File: src/logic/rcc_pkg.sv
// package: register map, field layout and constants for the rtc calendar block
package rcc_pkg;
  // register indices on the plain port
  localparam logic [1:0] ADDR_CFG  = 2'h0;  // rtc_config_calibration
  localparam logic [1:0] ADDR_WINL = 2'h1;  // value_window_low byte
  localparam logic [1:0] ADDR_WINH = 2'h2;  // value_window_high byte
  localparam logic [1:0] ADDR_WIN  = 2'h3;  // value_window full word
  // pointer codes
  localparam logic [1:0] PTR_MINUTES_SECONDS_PAIR = 2'h0;
  localparam logic [1:0] PTR_WDHR   = 2'h1;
  localparam logic [1:0] PTR_MTHDY  = 2'h2;
  localparam logic [1:0] PTR_YEAR   = 2'h3;
  // config field positions
  localparam int CFG_ON_BIT     = 15;
  localparam int CFG_UNLOCK_BIT = 13;
  localparam int CFG_SYNC_BIT   = 12;
  localparam int CFG_PTR_LO     = 8;
  // cal step: four pulses per code step
  localparam int CAL_SHIFT = 2;
  localparam logic [7:0] CAL_NONE = 8'h00;
  // bcd limits
  localparam logic [3:0] BCD_NINE  = 4'h9;
  localparam logic [3:0] BCD_ZERO  = 4'h0;
  localparam logic [3:0] BCD_ONE   = 4'h1;
  localparam logic [3:0] MTH_TWO   = 4'h2;
  localparam logic [1:0] DAY_THREE = 2'h3;
  localparam logic [1:0] DAY_TEN_Z = 2'h0;
  localparam logic [3:0] DAY_LAST1 = 4'h1;  // day 31 wraps to 01
  // minutes in one day, for the day boundary counter
  localparam logic [10:0] MIN_PER_DAY = 11'h5A0;
  // calendar value struct
  typedef struct packed {
    logic [3:0] year_tens_digit;
    logic [3:0] year_ones_digit;
    logic       month_tens_digit;
    logic [3:0] month_ones_digit;
    logic [1:0] day_tens_digit;
    logic [3:0] day_ones_digit;
  } rcc_cal_s;
  localparam rcc_cal_s CAL_RESET = '{4'h0, 4'h0, 1'b0, 4'h1, 2'h0, 4'h1};
endpackage : rcc_pkg

File: src/logic/rcc_tick.sv
// minute pulse generator with drift calibration applied once per minute
`timescale 1ns/1ps
module rcc_tick #(
  parameter int unsigned PULSES_PER_MIN = 32'd1966080  // nominal rtc pulses per minute
) (
  // clock and reset
  input  wire logic       clk,
  input  wire logic       rst,
  // control
  input  wire logic       run,
  input  wire logic [7:0] cal,
  // minute event
  output logic            minute_tick
);
  logic [31:0] cnt_q;  // pulses so far this minute
  logic [31:0] cnt_d;
  logic [31:0] limit;  // pulses forming this minute
  logic        tick_d;
  logic        tick_q;

  // length of minute from signed code, four pulses per step
  always_comb begin
    limit = PULSES_PER_MIN;
    if (cal != rcc_pkg::CAL_NONE) begin
      // sign extend then scale; positive adds, negative subtracts
      limit = PULSES_PER_MIN + 32'({{24{cal[7]}}, cal} << rcc_pkg::CAL_SHIFT);
    end
  end

  // counter next state
  always_comb begin
    cnt_d  = cnt_q;
    tick_d = 1'b0;
    if (run) begin
      if (cnt_q + 32'h0000_0001 >= limit) begin
        cnt_d  = 32'h0000_0000;
        tick_d = 1'b1;
      end else begin
        cnt_d = cnt_q + 32'h0000_0001;
      end
    end
  end

  // registers
  always_ff @(posedge clk or posedge rst) begin
    if (rst) begin
      cnt_q  <= 32'h0000_0000;
      tick_q <= 1'b0;
    end else begin
      cnt_q  <= cnt_d;
      tick_q <= tick_d;
    end
  end

  assign minute_tick = tick_q;

  // zero code leaves minute length untouched
  cal_zero_a: assert property (@(posedge clk) disable iff (rst)
    (cal == rcc_pkg::CAL_NONE) |-> (limit == PULSES_PER_MIN))
    else $error("zero calibration changed minute length");
  // positive max adds 508
  cal_pos_a: assert property (@(posedge clk) disable iff (rst)
    (cal == 8'h7F) |-> (limit == PULSES_PER_MIN + 32'd508))
    else $error("max positive calibration wrong");
  // negative max subtracts 512
  cal_neg_a: assert property (@(posedge clk) disable iff (rst)
    (cal == 8'h80) |-> (limit == PULSES_PER_MIN - 32'd512))
    else $error("max negative calibration wrong");
endmodule : rcc_tick

File: src/logic/rcc_top.sv
// rtc calendar registers: config/calibration, pointer window, year and month/day
// Behaviour
// zero code makes no minute adjustment
// positive codes add four pulses per step
// negative codes subtract four pulses per step
// config register reset only by power-on
// module enable written only when unlocked
// sync status cleared on minutes/seconds low write
// year holds two bcd digits, upper zero
// year writes only when unlocked
// month digits at 12 and 11-8, read-only
// day digits at 5-4 and 3-0 writable
// month/day writes only when unlocked
// unused month/day bits read zero
// pointer selects window register pair
// high byte write decrements pointer, stops 00
// window reads decrement pointer too
// calendar digits carry in bcd
//
// The implementer's own choices: the address map and strobed register access.
`timescale 1ns/1ps
module rcc_top #(
  parameter int unsigned PULSES_PER_MIN = 32'd1966080  // rtc pulses per minute
) (
  // clock and resets
  input  wire logic        clk,
  input  wire logic        rst,        // power-on reset
  input  wire logic        sys_rst,    // other reset sources, synchronous
  // register port
  input  wire logic [1:0]  addr,
  input  wire logic [15:0] wdata,
  input  wire logic        wr,
  input  wire logic        rd,
  output logic      [15:0] rdata,
  // status out
  output logic             module_on,
  output logic             minute_tick
);
  // config fields
  logic       on_q, on_d;             // clock_module_on
  logic       unlock_q, unlock_d;     // time_write_unlock
  logic       sync_q, sync_d;         // read-only status
  logic [1:0] ptr_q, ptr_d;           // value_window_pointer
  logic [7:0] cal_q, cal_d;           // drift code
  // calendar state
  rcc_pkg::rcc_cal_s date_q, date_d;
  // read path
  logic [15:0] rdata_q, rdata_d;
  logic [15:0] win_val;
  logic        win_acc_wr;            // word or low or high write
  logic        win_rd;
  logic        hi_wr;
  logic [10:0] min_cnt_q, min_cnt_d;  // minutes into the current day
  logic        day_roll_req;          // last minute of the day

  // window access decode
  assign win_rd     = rd && (addr != rcc_pkg::ADDR_CFG);
  assign win_acc_wr = wr && (addr != rcc_pkg::ADDR_CFG);
  assign hi_wr      = wr && (addr == rcc_pkg::ADDR_WINH || addr == rcc_pkg::ADDR_WIN);

  // pointer step down, saturating at zero
  function automatic logic [1:0] ptr_dec(input logic [1:0] p);
    ptr_dec = (p == rcc_pkg::PTR_MINUTES_SECONDS_PAIR) ? rcc_pkg::PTR_MINUTES_SECONDS_PAIR : p - 2'h1;
  endfunction : ptr_dec

  // bcd digit increment with wrap
  function automatic logic [3:0] bcd_inc(input logic [3:0] d);
    bcd_inc = (d >= rcc_pkg::BCD_NINE) ? rcc_pkg::BCD_ZERO : d + 4'h1;
  endfunction : bcd_inc

  // minute source
  rcc_tick #(
    .PULSES_PER_MIN(PULSES_PER_MIN)
  ) u_tick (
    .clk        (clk),
    .rst        (rst),
    .run        (on_q),
    .cal        (cal_q),
    .minute_tick(minute_tick)
  );

  // window contents for current pointer
  always_comb begin
    case (ptr_q)
      rcc_pkg::PTR_YEAR:
        win_val = {8'h00, date_q.year_tens_digit, date_q.year_ones_digit};
      rcc_pkg::PTR_MTHDY:
        win_val = {3'b000, date_q.month_tens_digit, date_q.month_ones_digit,
                   2'b00, date_q.day_tens_digit, date_q.day_ones_digit};
      default:
        win_val = 16'h0000;  // time counters live elsewhere
    endcase
  end

  // config next state
  always_comb begin
    on_d     = on_q;
    unlock_d = unlock_q;
    sync_d   = sync_q;
    ptr_d    = ptr_q;
    cal_d    = cal_q;
    if (wr && addr == rcc_pkg::ADDR_CFG) begin
      unlock_d = wdata[rcc_pkg::CFG_UNLOCK_BIT];
      ptr_d    = wdata[rcc_pkg::CFG_PTR_LO +: 2];
      cal_d    = wdata[7:0];
      if (unlock_q) begin
        on_d = wdata[rcc_pkg::CFG_ON_BIT];
      end
    end else if (hi_wr || win_rd) begin
      ptr_d = ptr_dec(ptr_q);
    end
    // minute event sets status; it beats a same-cycle clear so no event is lost
    if (minute_tick) begin
      sync_d = 1'b1;
    end else if (win_acc_wr && addr != rcc_pkg::ADDR_WINH && ptr_q == rcc_pkg::PTR_MINUTES_SECONDS_PAIR
                 && unlock_q) begin
      sync_d = 1'b0;
    end
  end

  // config register: only power-on reset clears it, sys_rst ignored on purpose
  always_ff @(posedge clk or posedge rst) begin
    if (rst) begin
      on_q     <= 1'b0;
      unlock_q <= 1'b0;
      sync_q   <= 1'b0;
      ptr_q    <= rcc_pkg::PTR_MINUTES_SECONDS_PAIR;
      cal_q    <= rcc_pkg::CAL_NONE;
    end else begin
      on_q     <= on_d;
      unlock_q <= unlock_d;
      sync_q   <= sync_d;
      ptr_q    <= ptr_d;
      cal_q    <= cal_d;
    end
  end

  // calendar next state: software write beats advance in same cycle
  always_comb begin
    date_d = date_q;
    if (win_acc_wr && unlock_q && ptr_q == rcc_pkg::PTR_YEAR
        && addr != rcc_pkg::ADDR_WINH) begin
      date_d.year_tens_digit = wdata[7:4];
      date_d.year_ones_digit = wdata[3:0];
    end else if (win_acc_wr && unlock_q && ptr_q == rcc_pkg::PTR_MTHDY
                 && addr != rcc_pkg::ADDR_WINH) begin
      // month bits ignored: read-only
      date_d.day_tens_digit = wdata[5:4];
      date_d.day_ones_digit = wdata[3:0];
    end else if (minute_tick && sys_rst == 1'b0 && day_roll_req) begin
      // simplified: a day boundary strobe advances the date
      date_d.day_ones_digit = bcd_inc(date_q.day_ones_digit);
      if (date_q.day_ones_digit == rcc_pkg::BCD_NINE) begin
        date_d.day_tens_digit = date_q.day_tens_digit + 2'h1;
      end
      if (date_q.day_tens_digit == rcc_pkg::DAY_THREE
          && date_q.day_ones_digit == rcc_pkg::DAY_LAST1) begin
        date_d.day_tens_digit   = rcc_pkg::DAY_TEN_Z;
        date_d.day_ones_digit   = rcc_pkg::BCD_ONE;
        date_d.month_ones_digit = bcd_inc(date_q.month_ones_digit);
        if (date_q.month_ones_digit == rcc_pkg::BCD_NINE) begin
          date_d.month_tens_digit = 1'b1;
        end
        if (date_q.month_tens_digit && date_q.month_ones_digit == rcc_pkg::MTH_TWO) begin
          date_d.month_tens_digit = 1'b0;
          date_d.month_ones_digit = rcc_pkg::BCD_ONE;
          date_d.year_ones_digit  = bcd_inc(date_q.year_ones_digit);
          if (date_q.year_ones_digit == rcc_pkg::BCD_NINE) begin
            date_d.year_tens_digit = bcd_inc(date_q.year_tens_digit);
          end
        end
      end
    end
  end

  // day boundary request: counted minutes per day
  assign day_roll_req = (min_cnt_q == rcc_pkg::MIN_PER_DAY - 11'h001);
  always_comb begin
    min_cnt_d = min_cnt_q;
    if (minute_tick) begin
      min_cnt_d = day_roll_req ? 11'd0 : min_cnt_q + 11'd1;
    end
  end

  // calendar registers
  always_ff @(posedge clk or posedge rst) begin
    if (rst) begin
      date_q    <= rcc_pkg::CAL_RESET;
      min_cnt_q <= 11'd0;
    end else begin
      date_q    <= date_d;
      min_cnt_q <= min_cnt_d;
    end
  end

  // read data, valid one cycle after strobe only
  always_comb begin
    rdata_d = 16'h0000;
    if (rd) begin
      if (addr == rcc_pkg::ADDR_CFG) begin
        rdata_d = {on_q, 1'b0, unlock_q, sync_q, 2'b00, ptr_q, cal_q};
      end else begin
        rdata_d = win_val;
      end
    end
  end

  always_ff @(posedge clk or posedge rst) begin
    if (rst) begin
      rdata_q <= 16'h0000;
    end else begin
      rdata_q <= rdata_d;
    end
  end

  assign rdata     = rdata_q;
  assign module_on = on_q;

  // locked write leaves enable alone
  on_lock_a: assert property (@(posedge clk) disable iff (rst)
    (wr && addr == rcc_pkg::ADDR_CFG && !unlock_q) |=> (on_q == $past(on_q)))
    else $error("enable changed while locked");
  // pointer stops at zero on reads
  ptr_sat_a: assert property (@(posedge clk) disable iff (rst)
    (win_rd && ptr_q == rcc_pkg::PTR_MINUTES_SECONDS_PAIR) |=> (ptr_q == rcc_pkg::PTR_MINUTES_SECONDS_PAIR))
    else $error("pointer wrapped below zero");
  // window read decrements
  ptr_rd_a: assert property (@(posedge clk) disable iff (rst)
    (win_rd && ptr_q != rcc_pkg::PTR_MINUTES_SECONDS_PAIR) |=> (ptr_q == $past(ptr_q) - 2'h1))
    else $error("pointer not decremented on read");
  // year locked write ignored
  year_lock_a: assert property (@(posedge clk) disable iff (rst)
    (wr && addr == rcc_pkg::ADDR_WINL && ptr_q == rcc_pkg::PTR_YEAR && !unlock_q
     && !minute_tick)
    |=> (date_q.year_ones_digit == $past(date_q.year_ones_digit)))
    else $error("year written while locked");
  // month/day read pads zero
  mthdy_pad_a: assert property (@(posedge clk) disable iff (rst)
    (rd && addr == rcc_pkg::ADDR_WIN && ptr_q == rcc_pkg::PTR_MTHDY)
    |=> (rdata[15:13] == 3'b000 && rdata[7:6] == 2'b00))
    else $error("unused month/day bits not zero");
  // year upper byte reads zero
  year_pad_a: assert property (@(posedge clk) disable iff (rst)
    (rd && addr == rcc_pkg::ADDR_WIN && ptr_q == rcc_pkg::PTR_YEAR) |=> (rdata[15:8] == 8'h00))
    else $error("year upper byte not zero");
  // day digits stay bcd
  day_bcd_a: assert property (@(posedge clk) disable iff (rst)
    (date_q.day_ones_digit <= rcc_pkg::BCD_NINE) |=> (date_q.day_ones_digit <= rcc_pkg::BCD_NINE))
    else $error("day digit left bcd range");
  // status cleared by minutes_seconds_pair low write
  sync_clr_a: assert property (@(posedge clk) disable iff (rst)
    (wr && addr == rcc_pkg::ADDR_WINL && ptr_q == rcc_pkg::PTR_MINUTES_SECONDS_PAIR && unlock_q
     && !minute_tick) |=> !sync_q)
    else $error("status not cleared");
endmodule : rcc_top

File: config.mk
export PLATFORM = sky130hd
export DESIGN_NAME = rcc_top
export DESIGN_NICKNAME = d
export VERILOG_FILES = /design/src/logic/rcc_pkg.sv /design/src/logic/rcc_tick.sv /design/src/logic/rcc_top.sv
export SDC_FILE = /design/constraint.sdc
export NUM_CORES = 1
export LEC_CHECK = 0
export BUFFER_PORTS_ARGS = -buffer_cell sky130_fd_sc_hd__buf_2
export CAP_MARGIN = 30
export CORE_MARGIN = 4
export CORE_UTILIZATION = 61
export CTS_CLUSTER_DIAMETER = 80
export DETAILED_ROUTE_END_ITERATION = 12
export GPL_TIMING_DRIVEN = 0
export PLACE_DENSITY = 0.81
export SYNTH_ARGS = -nofsm -noshare
export SYNTH_HDL_FRONTEND = slang
export SYNTH_HIERARCHICAL = 1
export SYNTH_SLANG_ARGS = --single-unit
File: constraint.sdc
create_clock -name clk -period 3.7 [get_ports clk]
set_input_delay 0.555 -clock clk [delete_from_list [all_inputs] [get_ports clk]]
set_output_delay 0.555 -clock clk [all_outputs]
set_load 0.02 [all_outputs]
==> impl_metrics.env, run 1 <==
export IMPL_timing_critical_path_arrival_ns=3.73
export IMPL_ys_ff_latch=91
export IMPL_post_drt_wl_per_cell_um=17.6
export IMPL_synth_net_count=648
export IMPL_globalplace_congestion=0.970
export IMPL_postCtsResizedCells=0
export IMPL_fill_cells=695
export IMPL_post_cts_buffers=0
export IMPL_rr_startpoint="u_tick/cnt_q[0]$_DFFE_PP0P_"
export IMPL_cts_inserted_buffers=9
export IMPL_timing_critical_path_cells="ha_2, and3_1, buf_4, nand2_1, nor2_4, nand3_1, xnor2_1, ha_1, a2111oi_1, a311oi_2, a211oi_2, nand3_2, buf_6, o21ai_1"
export IMPL_drt_first_pass_iters=5
export IMPL_final_max_slew_viol_count=0
export IMPL_cp_end_kind="flip-flop"
export IMPL_post_synth_instance_area_mm2=0.00565
export IMPL_ys_seq_area_frac=0.403
export IMPL_postLayoutSetupSlackWorst_ns=0.249
export IMPL_floorplan_die_height_um=104
export IMPL_final_area_mm2=0.00623
export IMPL_clock_h_tree_levels=3
export IMPL_route_antenna_remaining_nets=0
export IMPL_ios=41
export IMPL_ys_dominant_reg_cell="sky130_fd_sc_hd__dfrtp_1"
export IMPL_groute_usage_overall=0.249
export IMPL_cts_root_cell="sky130_fd_sc_hd__clkbuf_8"
export IMPL_die_area_mm2=0.0109
export IMPL_post_route_period_util=0.933
export IMPL_synth_edff_count=0
export IMPL_cts_buffer_depth=2
export IMPL_synth_yosys_warnings=6
export IMPL_power_share_combinational=0.244
export IMPL_crit_family="compound AO/OA/AOI/OAI gates"
export IMPL_drc_violations_left=0
export IMPL_core_rowCount=34
export IMPL_timing_critical_path_required_ns=3.98
export IMPL_achievable_freq_mhz=290
export IMPL_powerDensity_mw_per_mm2=397
export IMPL_run_status="completed"
export IMPL_tightest_slew_ns=0.806
export IMPL_crit_path_start_kind="flip-flop"
export IMPL_clock_power_frac=0.273
export IMPL_synth_top_family_by_area="simple AND/OR/NAND/NOR gates"
export IMPL_placedInstanceArea_mm2=0.00601
export IMPL_worstSetupPathType="flip-flop to flip-flop"
export IMPL_cp_num_buf_inv=2
export IMPL_synth_avg_cell_area_um2=9.53
export IMPL_synth_compound_area_share=0.155
export IMPL_num_vias=4754
export IMPL_final_layout_size_suffix_gt1_frac=0.174
export IMPL_critical_path_reg2reg_endpoint="u_tick/cnt_q[0]$_DFFE_PP0P_"
export IMPL_simple_gate_share_of_the_synthesized_area=0.235
export IMPL_finalCriticalPeriod_ns=3.45
export IMPL_critical_path_slowest_cell="sky130_fd_sc_hd__dfrtp_1"
export IMPL_maxSlewHeadroom=0.463
export IMPL_grt_start_max_net_pins=32
export IMPL_synth_async_reset_ratio=1.00
export IMPL_hpwlAfterDp_mm=9.89
export IMPL_insertedDiodeCount=0
export IMPL_clock_sink_count=91
export IMPL_grt_overflow_total=0
export IMPL_synth_cell_types=75
export IMPL_core_mm2=0.00885
export IMPL_power_frac_seq=0.483
export IMPL_cts_clk_slew_worst_paths_ns=0.10
export IMPL_per_cell_via_count_in_the_routed_design=6.31
export IMPL_clk_insertion_delay_late_ns=0.36
export IMPL_area_growth_synth_to_final_pct=10.3
export IMPL_drt_iter0_drc=252
export IMPL_timing_reg2reg_worst_path_depth=14
export IMPL_irDropWorstVdd_v=0.000337
export IMPL_numPortBuffers=35
export IMPL_synth_mux_area_fraction=0.0403
export IMPL_tritoncts="built"
export IMPL_first_pass_grt_wire_length_mm=22.3
export IMPL_switching_share=0.350
export IMPL_critical_path_max_stage_delay_ns=0.46
export IMPL_hp_class="input port to asynchronous set/reset pin"
export IMPL_net_switching_power_mw=0.865
export IMPL_mostFrequentLayoutCell="sky130_fd_sc_hd__dfrtp_1"
export IMPL_layout_nets=695
export IMPL_gate_count_post_synth=593
export IMPL_synth_adder_area_share=0.0709
export IMPL_finalSetupTns_ns=0
export IMPL_worst_path_stages=14
export IMPL_grt_pass1_vias=4704
export IMPL_finalSetupViolations=0
export IMPL_holdBufCountCts=0
export IMPL_synth_xor_area_share=0.0419
export IMPL_static_leakage_power_nw=2.91
export IMPL_r2r_slack_ns=0.25
export IMPL_timing_critical_path_fanout_max=10
export IMPL_totalPowerFinal_mw=2.47
export IMPL_finalHoldViolations=0
export IMPL_fin_skew_ns=0.00925
export IMPL_post_place_ws_ns=0.0818
export IMPL_initial_core_util=0.639
export IMPL_routed_wirelength_mm=13.3
export IMPL_cellInternalPower_mw=1.61
export IMPL_max_cap_violations=0
export IMPL_die_width_um=104
export IMPL_initial_antenna_violation_count=0
export IMPL_layout_cells_most_common_list="sky130_fd_sc_hd__dfrtp_1 (89), sky130_fd_sc_hd__nand2_1 (49), sky130_fd_sc_hd__inv_1 (39), sky130_fd_sc_hd__buf_2 (39), sky130_fd_sc_hd__o21ai_0 (33)"
-- kinds of logic after synthesis --
group	count (synthesis)
fa+ha+maj	32
other cells	1
xor+xnor	27
compound gates	121
simple gates	233
flops	91
buf+inv	67
mux	21
-- power groups by stage --
stage,Sequential [mW],Clock [mW],Combinational (mW)
3_3_place_gp,1.20,0,0.553
4_1_cts,1.19,0.680,0.599
3_5_place_dp,1.21,0,0.593
2_1_floorplan,1.19,0,0.422
5_1_grt,1.21,0.721,0.682
6_report,1.20,0.675,0.603
-- synth_stat cells, types with 5 or more instances --
cell type                   number  area [um2]
sky130_fd_sc_hd__a21oi_1        18        90.1
sky130_fd_sc_hd__a22oi_1         7        52.6
sky130_fd_sc_hd__and2_1         16         100
sky130_fd_sc_hd__and3_1         26         163
sky130_fd_sc_hd__and4_1         13         114
sky130_fd_sc_hd__clkbuf_1       13        48.8
sky130_fd_sc_hd__dfrtp_1        89        2230
sky130_fd_sc_hd__ha_1           32         400
sky130_fd_sc_hd__inv_1          40         150
sky130_fd_sc_hd__mux2_2         14         158
sky130_fd_sc_hd__mux2i_1         7        70.1
sky130_fd_sc_hd__nand2_1        49         184
sky130_fd_sc_hd__nand2b_1        6        37.5
sky130_fd_sc_hd__nand3_1        17        85.1
sky130_fd_sc_hd__nand4_1        14        87.6
sky130_fd_sc_hd__nor2_1         33         124
sky130_fd_sc_hd__nor2b_1        21         131
sky130_fd_sc_hd__nor3_1          8        40.0
sky130_fd_sc_hd__o2111ai_1       8        70.1
sky130_fd_sc_hd__o21ai_0        33         165
sky130_fd_sc_hd__o22ai_1         5        31.3
sky130_fd_sc_hd__o22ai_2         8         100
sky130_fd_sc_hd__o31ai_1         5        37.5
sky130_fd_sc_hd__xnor2_1        20         175
sky130_fd_sc_hd__xor2_1          7        61.3
-- cell type report --
cell class / instances / area, um2 / share of cell area
buffer: 25 / 138 / 0.0221
inverter: 41 / 154 / 0.0247
clock inverter: 6 / 53.8 / 0.00864
multi-input combinational: 435 / 3110 / 0.499
tap: 108 / 135 / 0.0217
clock buffer: 10 / 138 / 0.0221
timing repair buffer: 37 / 223 / 0.0358
sequential: 91 / 2280 / 0.366
-- worst max path at each step --
stage                                     start                           end  slack [ns]
finish              u_tick/cnt_q[0]$_DFFE_PP0P_   u_tick/cnt_q[0]$_DFFE_PP0P_        0.25
global route        u_tick/cnt_q[0]$_DFFE_PP0P_   u_tick/cnt_q[4]$_DFFE_PP0P_      -0.008
CTS                 u_tick/cnt_q[7]$_DFFE_PP0P_   u_tick/cnt_q[4]$_DFFE_PP0P_        0.06
detailed placement  u_tick/cnt_q[0]$_DFFE_PP0P_   u_tick/cnt_q[9]$_DFFE_PP0P_        0.08
global placement    u_tick/cnt_q[0]$_DFFE_PP0P_  u_tick/cnt_q[10]$_DFFE_PP0P_        0.19
floorplan           u_tick/cnt_q[7]$_DFFE_PP0P_   u_tick/cnt_q[0]$_DFFE_PP0P_        0.76
-- sequential cells by signal (all words and copies together), names as in the netlist --
| signal | cells |
|---|---|
| cal_q | 8 |
| date_q | 19 |
| min_cnt_q | 11 |
| module_on | 1 |
| ptr_q | 2 |
| rdata | 15 |
| sync_q | 1 |
| u_tick/cnt_q | 32 |
| u_tick/minute_tick | 1 |
| unlock_q | 1 |
-- through the flow --
stage | instances | util | hold slack (ns)
after global routing | 753 | 0.704 | 0.337
after CTS | 754 | 0.701 | 0.306
final | 753 | 0.704 | 0.294
after floorplan | 593 | - | 0.438
after global placement | 736 | 0.674 | 0.466
after detailed placement | 738 | 0.679 | 0.471
-- routing by layer --
| metal | routed length [um] | vias to the layer above | GRT usage |
|---|---|---|---|
| li1 | - | 2226 | - |
| met1 | 5290 | 2313 | 0.308 |
| met2 | 6880 | 179 | 0.444 |
| met3 | 780 | 36 | 0.0323 |
| met4 | 339 | 0 | 0.0940 |
| met5 | 0 | - | 0 |
No activity file was read; power rests on OpenSTA's default activity.
==> inputs of run 2 (changes only) <==
- CORE_MARGIN: 4 -> 2
==> run 2 against run 1 <==
Sequential power about the same. Highest routed layer unchanged. Non-clock buffer count unchanged. First-iteration DRC count shrank 8.7%. Largest power group unchanged. Hold slack got worse by 0.068 ns. Total power is 0.17% higher. Clock skew is 0.00085 ns higher. Routed wire length down 1.2%. Sequential share of layout area about the same. Final area about the same. Count of clock-buffer cells in the layout is the same. Clock power grew 1%. Core utilization decreased by 2.0 points.
==> impl_metrics.env, run 2 (same netlist as run 1, synthesis figures left out) <==
export IMPL_num_vias=4732
export IMPL_insertedDiodeCount=0
export IMPL_cp_end_kind="flip-flop"
export IMPL_cts_root_cell="sky130_fd_sc_hd__clkbuf_8"
export IMPL_core_rowCount=35
export IMPL_clk_insertion_delay_late_ns=0.37
export IMPL_timing_critical_path_arrival_ns=3.69
export IMPL_ios=41
export IMPL_grt_start_max_net_pins=36
export IMPL_worstSetupPathType="flip-flop to flip-flop"
export IMPL_postLayoutSetupSlackWorst_ns=0.303
export IMPL_drt_first_pass_iters=4
export IMPL_fin_skew_ns=0.0101
export IMPL_maxSlewHeadroom=0.435
export IMPL_first_pass_grt_wire_length_mm=21.9
export IMPL_finalSetupTns_ns=0
export IMPL_max_cap_violations=0
export IMPL_cts_buffer_depth=2
export IMPL_per_cell_via_count_in_the_routed_design=6.27
export IMPL_grt_pass1_vias=4609
export IMPL_powerDensity_mw_per_mm2=397
export IMPL_run_status="completed"
export IMPL_area_growth_synth_to_final_pct=10.3
export IMPL_grt_setup_unrepaired="no"
export IMPL_final_max_slew_viol_count=0
export IMPL_clock_h_tree_levels=3
export IMPL_grt_overflow_total=0
export IMPL_highest_routing_layer_actually_used="met4"
export IMPL_tritoncts="built"
export IMPL_static_leakage_power_nw=2.90
export IMPL_finalSetupViolations=0
export IMPL_finalCriticalPeriod_ns=3.40
export IMPL_registers_top_by_ff_count="u_tick/cnt_q"
export IMPL_finalHoldViolations=0
export IMPL_die_width_um=100
export IMPL_globalplace_congestion=0.880
export IMPL_post_cts_buffers=0
export IMPL_post_route_period_util=0.918
export IMPL_crit_path_start_kind="flip-flop"
export IMPL_cts_clk_slew_worst_paths_ns=0.09
export IMPL_final_layout_size_suffix_gt1_frac=0.171
export IMPL_largest_register_ff_count=32
export IMPL_drc_violations_left=0
export IMPL_routed_wirelength_mm=13.1
export IMPL_routed_wl_met2_mm=6.58
export IMPL_initial_antenna_violation_count=0
export IMPL_numPortBuffers=35
export IMPL_detailroute_wirelength_met3_um=660
export IMPL_post_place_ws_ns=0.00329
export IMPL_layout_cells_most_common_list="sky130_fd_sc_hd__dfrtp_1 (89), sky130_fd_sc_hd__nand2_1 (49), sky130_fd_sc_hd__inv_1 (39)"
export IMPL_timing_critical_path_fanout_max=10
export IMPL_tightest_slew_ns=0.847
export IMPL_clock_sink_count=91
export IMPL_timing_critical_path_required_ns=3.99
export IMPL_groute_usage_overall=0.277
export IMPL_irDropWorstVdd_v=0.000312
export IMPL_post_drt_wl_per_cell_um=17.4
export IMPL_route_antenna_remaining_nets=0
export IMPL_mostFrequentLayoutCell="sky130_fd_sc_hd__dfrtp_1"
export IMPL_core_mm2=0.00911
export IMPL_drt_iter0_drc=230
export IMPL_hpwlAfterDp_mm=9.61
export IMPL_floorplan_die_height_um=100
export IMPL_hp_class="input port to asynchronous set/reset pin"
export IMPL_die_area_mm2=0.0100
export IMPL_initial_core_util=0.620
export IMPL_achievable_freq_mhz=294
export IMPL_routedLengthMet1_mm=5.52
export IMPL_layout_nets=695
export IMPL_cts_inserted_buffers=9
run 2: metal layers:
metal  vias to the layer above  track usage
li1                       2233            -
met1                      2324        0.353
met2                       145        0.473
met3                        30       0.0453
met4                         0        0.106
met5                         -            0
run 2: path summary, 6_finish.rpt:
path / startpoint / endpoint / slack (ns) / depth (start not counted)
setup / recovery: u_tick/cnt_q[2]$_DFFE_PP0P_ / u_tick/cnt_q[3]$_DFFE_PP0P_ / 0.30 / 12
hold / removal: rst / module_on$_DFFE_PP0P_ / 0.23 / 2
setup reg to reg: u_tick/cnt_q[2]$_DFFE_PP0P_ / u_tick/cnt_q[3]$_DFFE_PP0P_ / 0.30 / 12
hold reg to reg: min_cnt_q[10]$_DFFE_PP0P_ / min_cnt_q[10]$_DFFE_PP0P_ / 0.49 / 1
max in group asynchronous: rst / u_tick/cnt_q[17]$_DFFE_PP0P_ / 2.86 / 3
min in group clk: wdata[9] / ptr_q[1]$_DFFE_PP0P_ / 0.41 / 3
run 2: power breakdown:
group	internal (mW)	switching [mW]
sequential	1.09	0.106
clock	0.312	0.369
combinational	0.243	0.361
run 2: final cells by class:
cell class / count / area, um2
multi-input cells: 435 / 3110
fillers: 733 / 2880
flip-flops and latches: 91 / 2280
repair buffers: 37 / 223
inverters: 41 / 154
plain buffers: 25 / 140
well taps: 111 / 139
clock buffers: 10 / 128
clock inverters: 5 / 62.6
run 2: critical path, stage by stage (launching register included):
cell and delay, ns:
sky130_fd_sc_hd__dfrtp_1 0.45, sky130_fd_sc_hd__and4_1 0.29, sky130_fd_sc_hd__and2_2 0.25, sky130_fd_sc_hd__nand3_1 0.19
sky130_fd_sc_hd__nor2_1 0.19, sky130_fd_sc_hd__xnor2_1 0.17, sky130_fd_sc_hd__ha_1 0.29, sky130_fd_sc_hd__a2111oi_2 0.45
sky130_fd_sc_hd__a311oi_1 0.20, sky130_fd_sc_hd__a211oi_2 0.30, sky130_fd_sc_hd__nand3_2 0.18, sky130_fd_sc_hd__buf_6 0.21
sky130_fd_sc_hd__o22ai_2 0.14
run 2: what timing repair did:
| action | CTS | global route |
|---|---|---|
| endpoints found under the setup margin | 12 | 22 |
| resized for setup | 1 | 8 |
| hold buffers | 0 | 0 |
run 2: metrics by stage:
stage	cell area, um2	hold WS [ns]	total power [mW]	utilization	instances
final	6230	0.226	2.48	0.684	755
after global routing	6230	0.263	2.62	0.684	755
after CTS	6200	0.227	2.47	0.681	756
after detailed placement	6010	0.468	1.80	0.660	741
after global placement	5960	0.469	1.76	0.655	739
after floorplan	5650	0.438	1.62	-	593
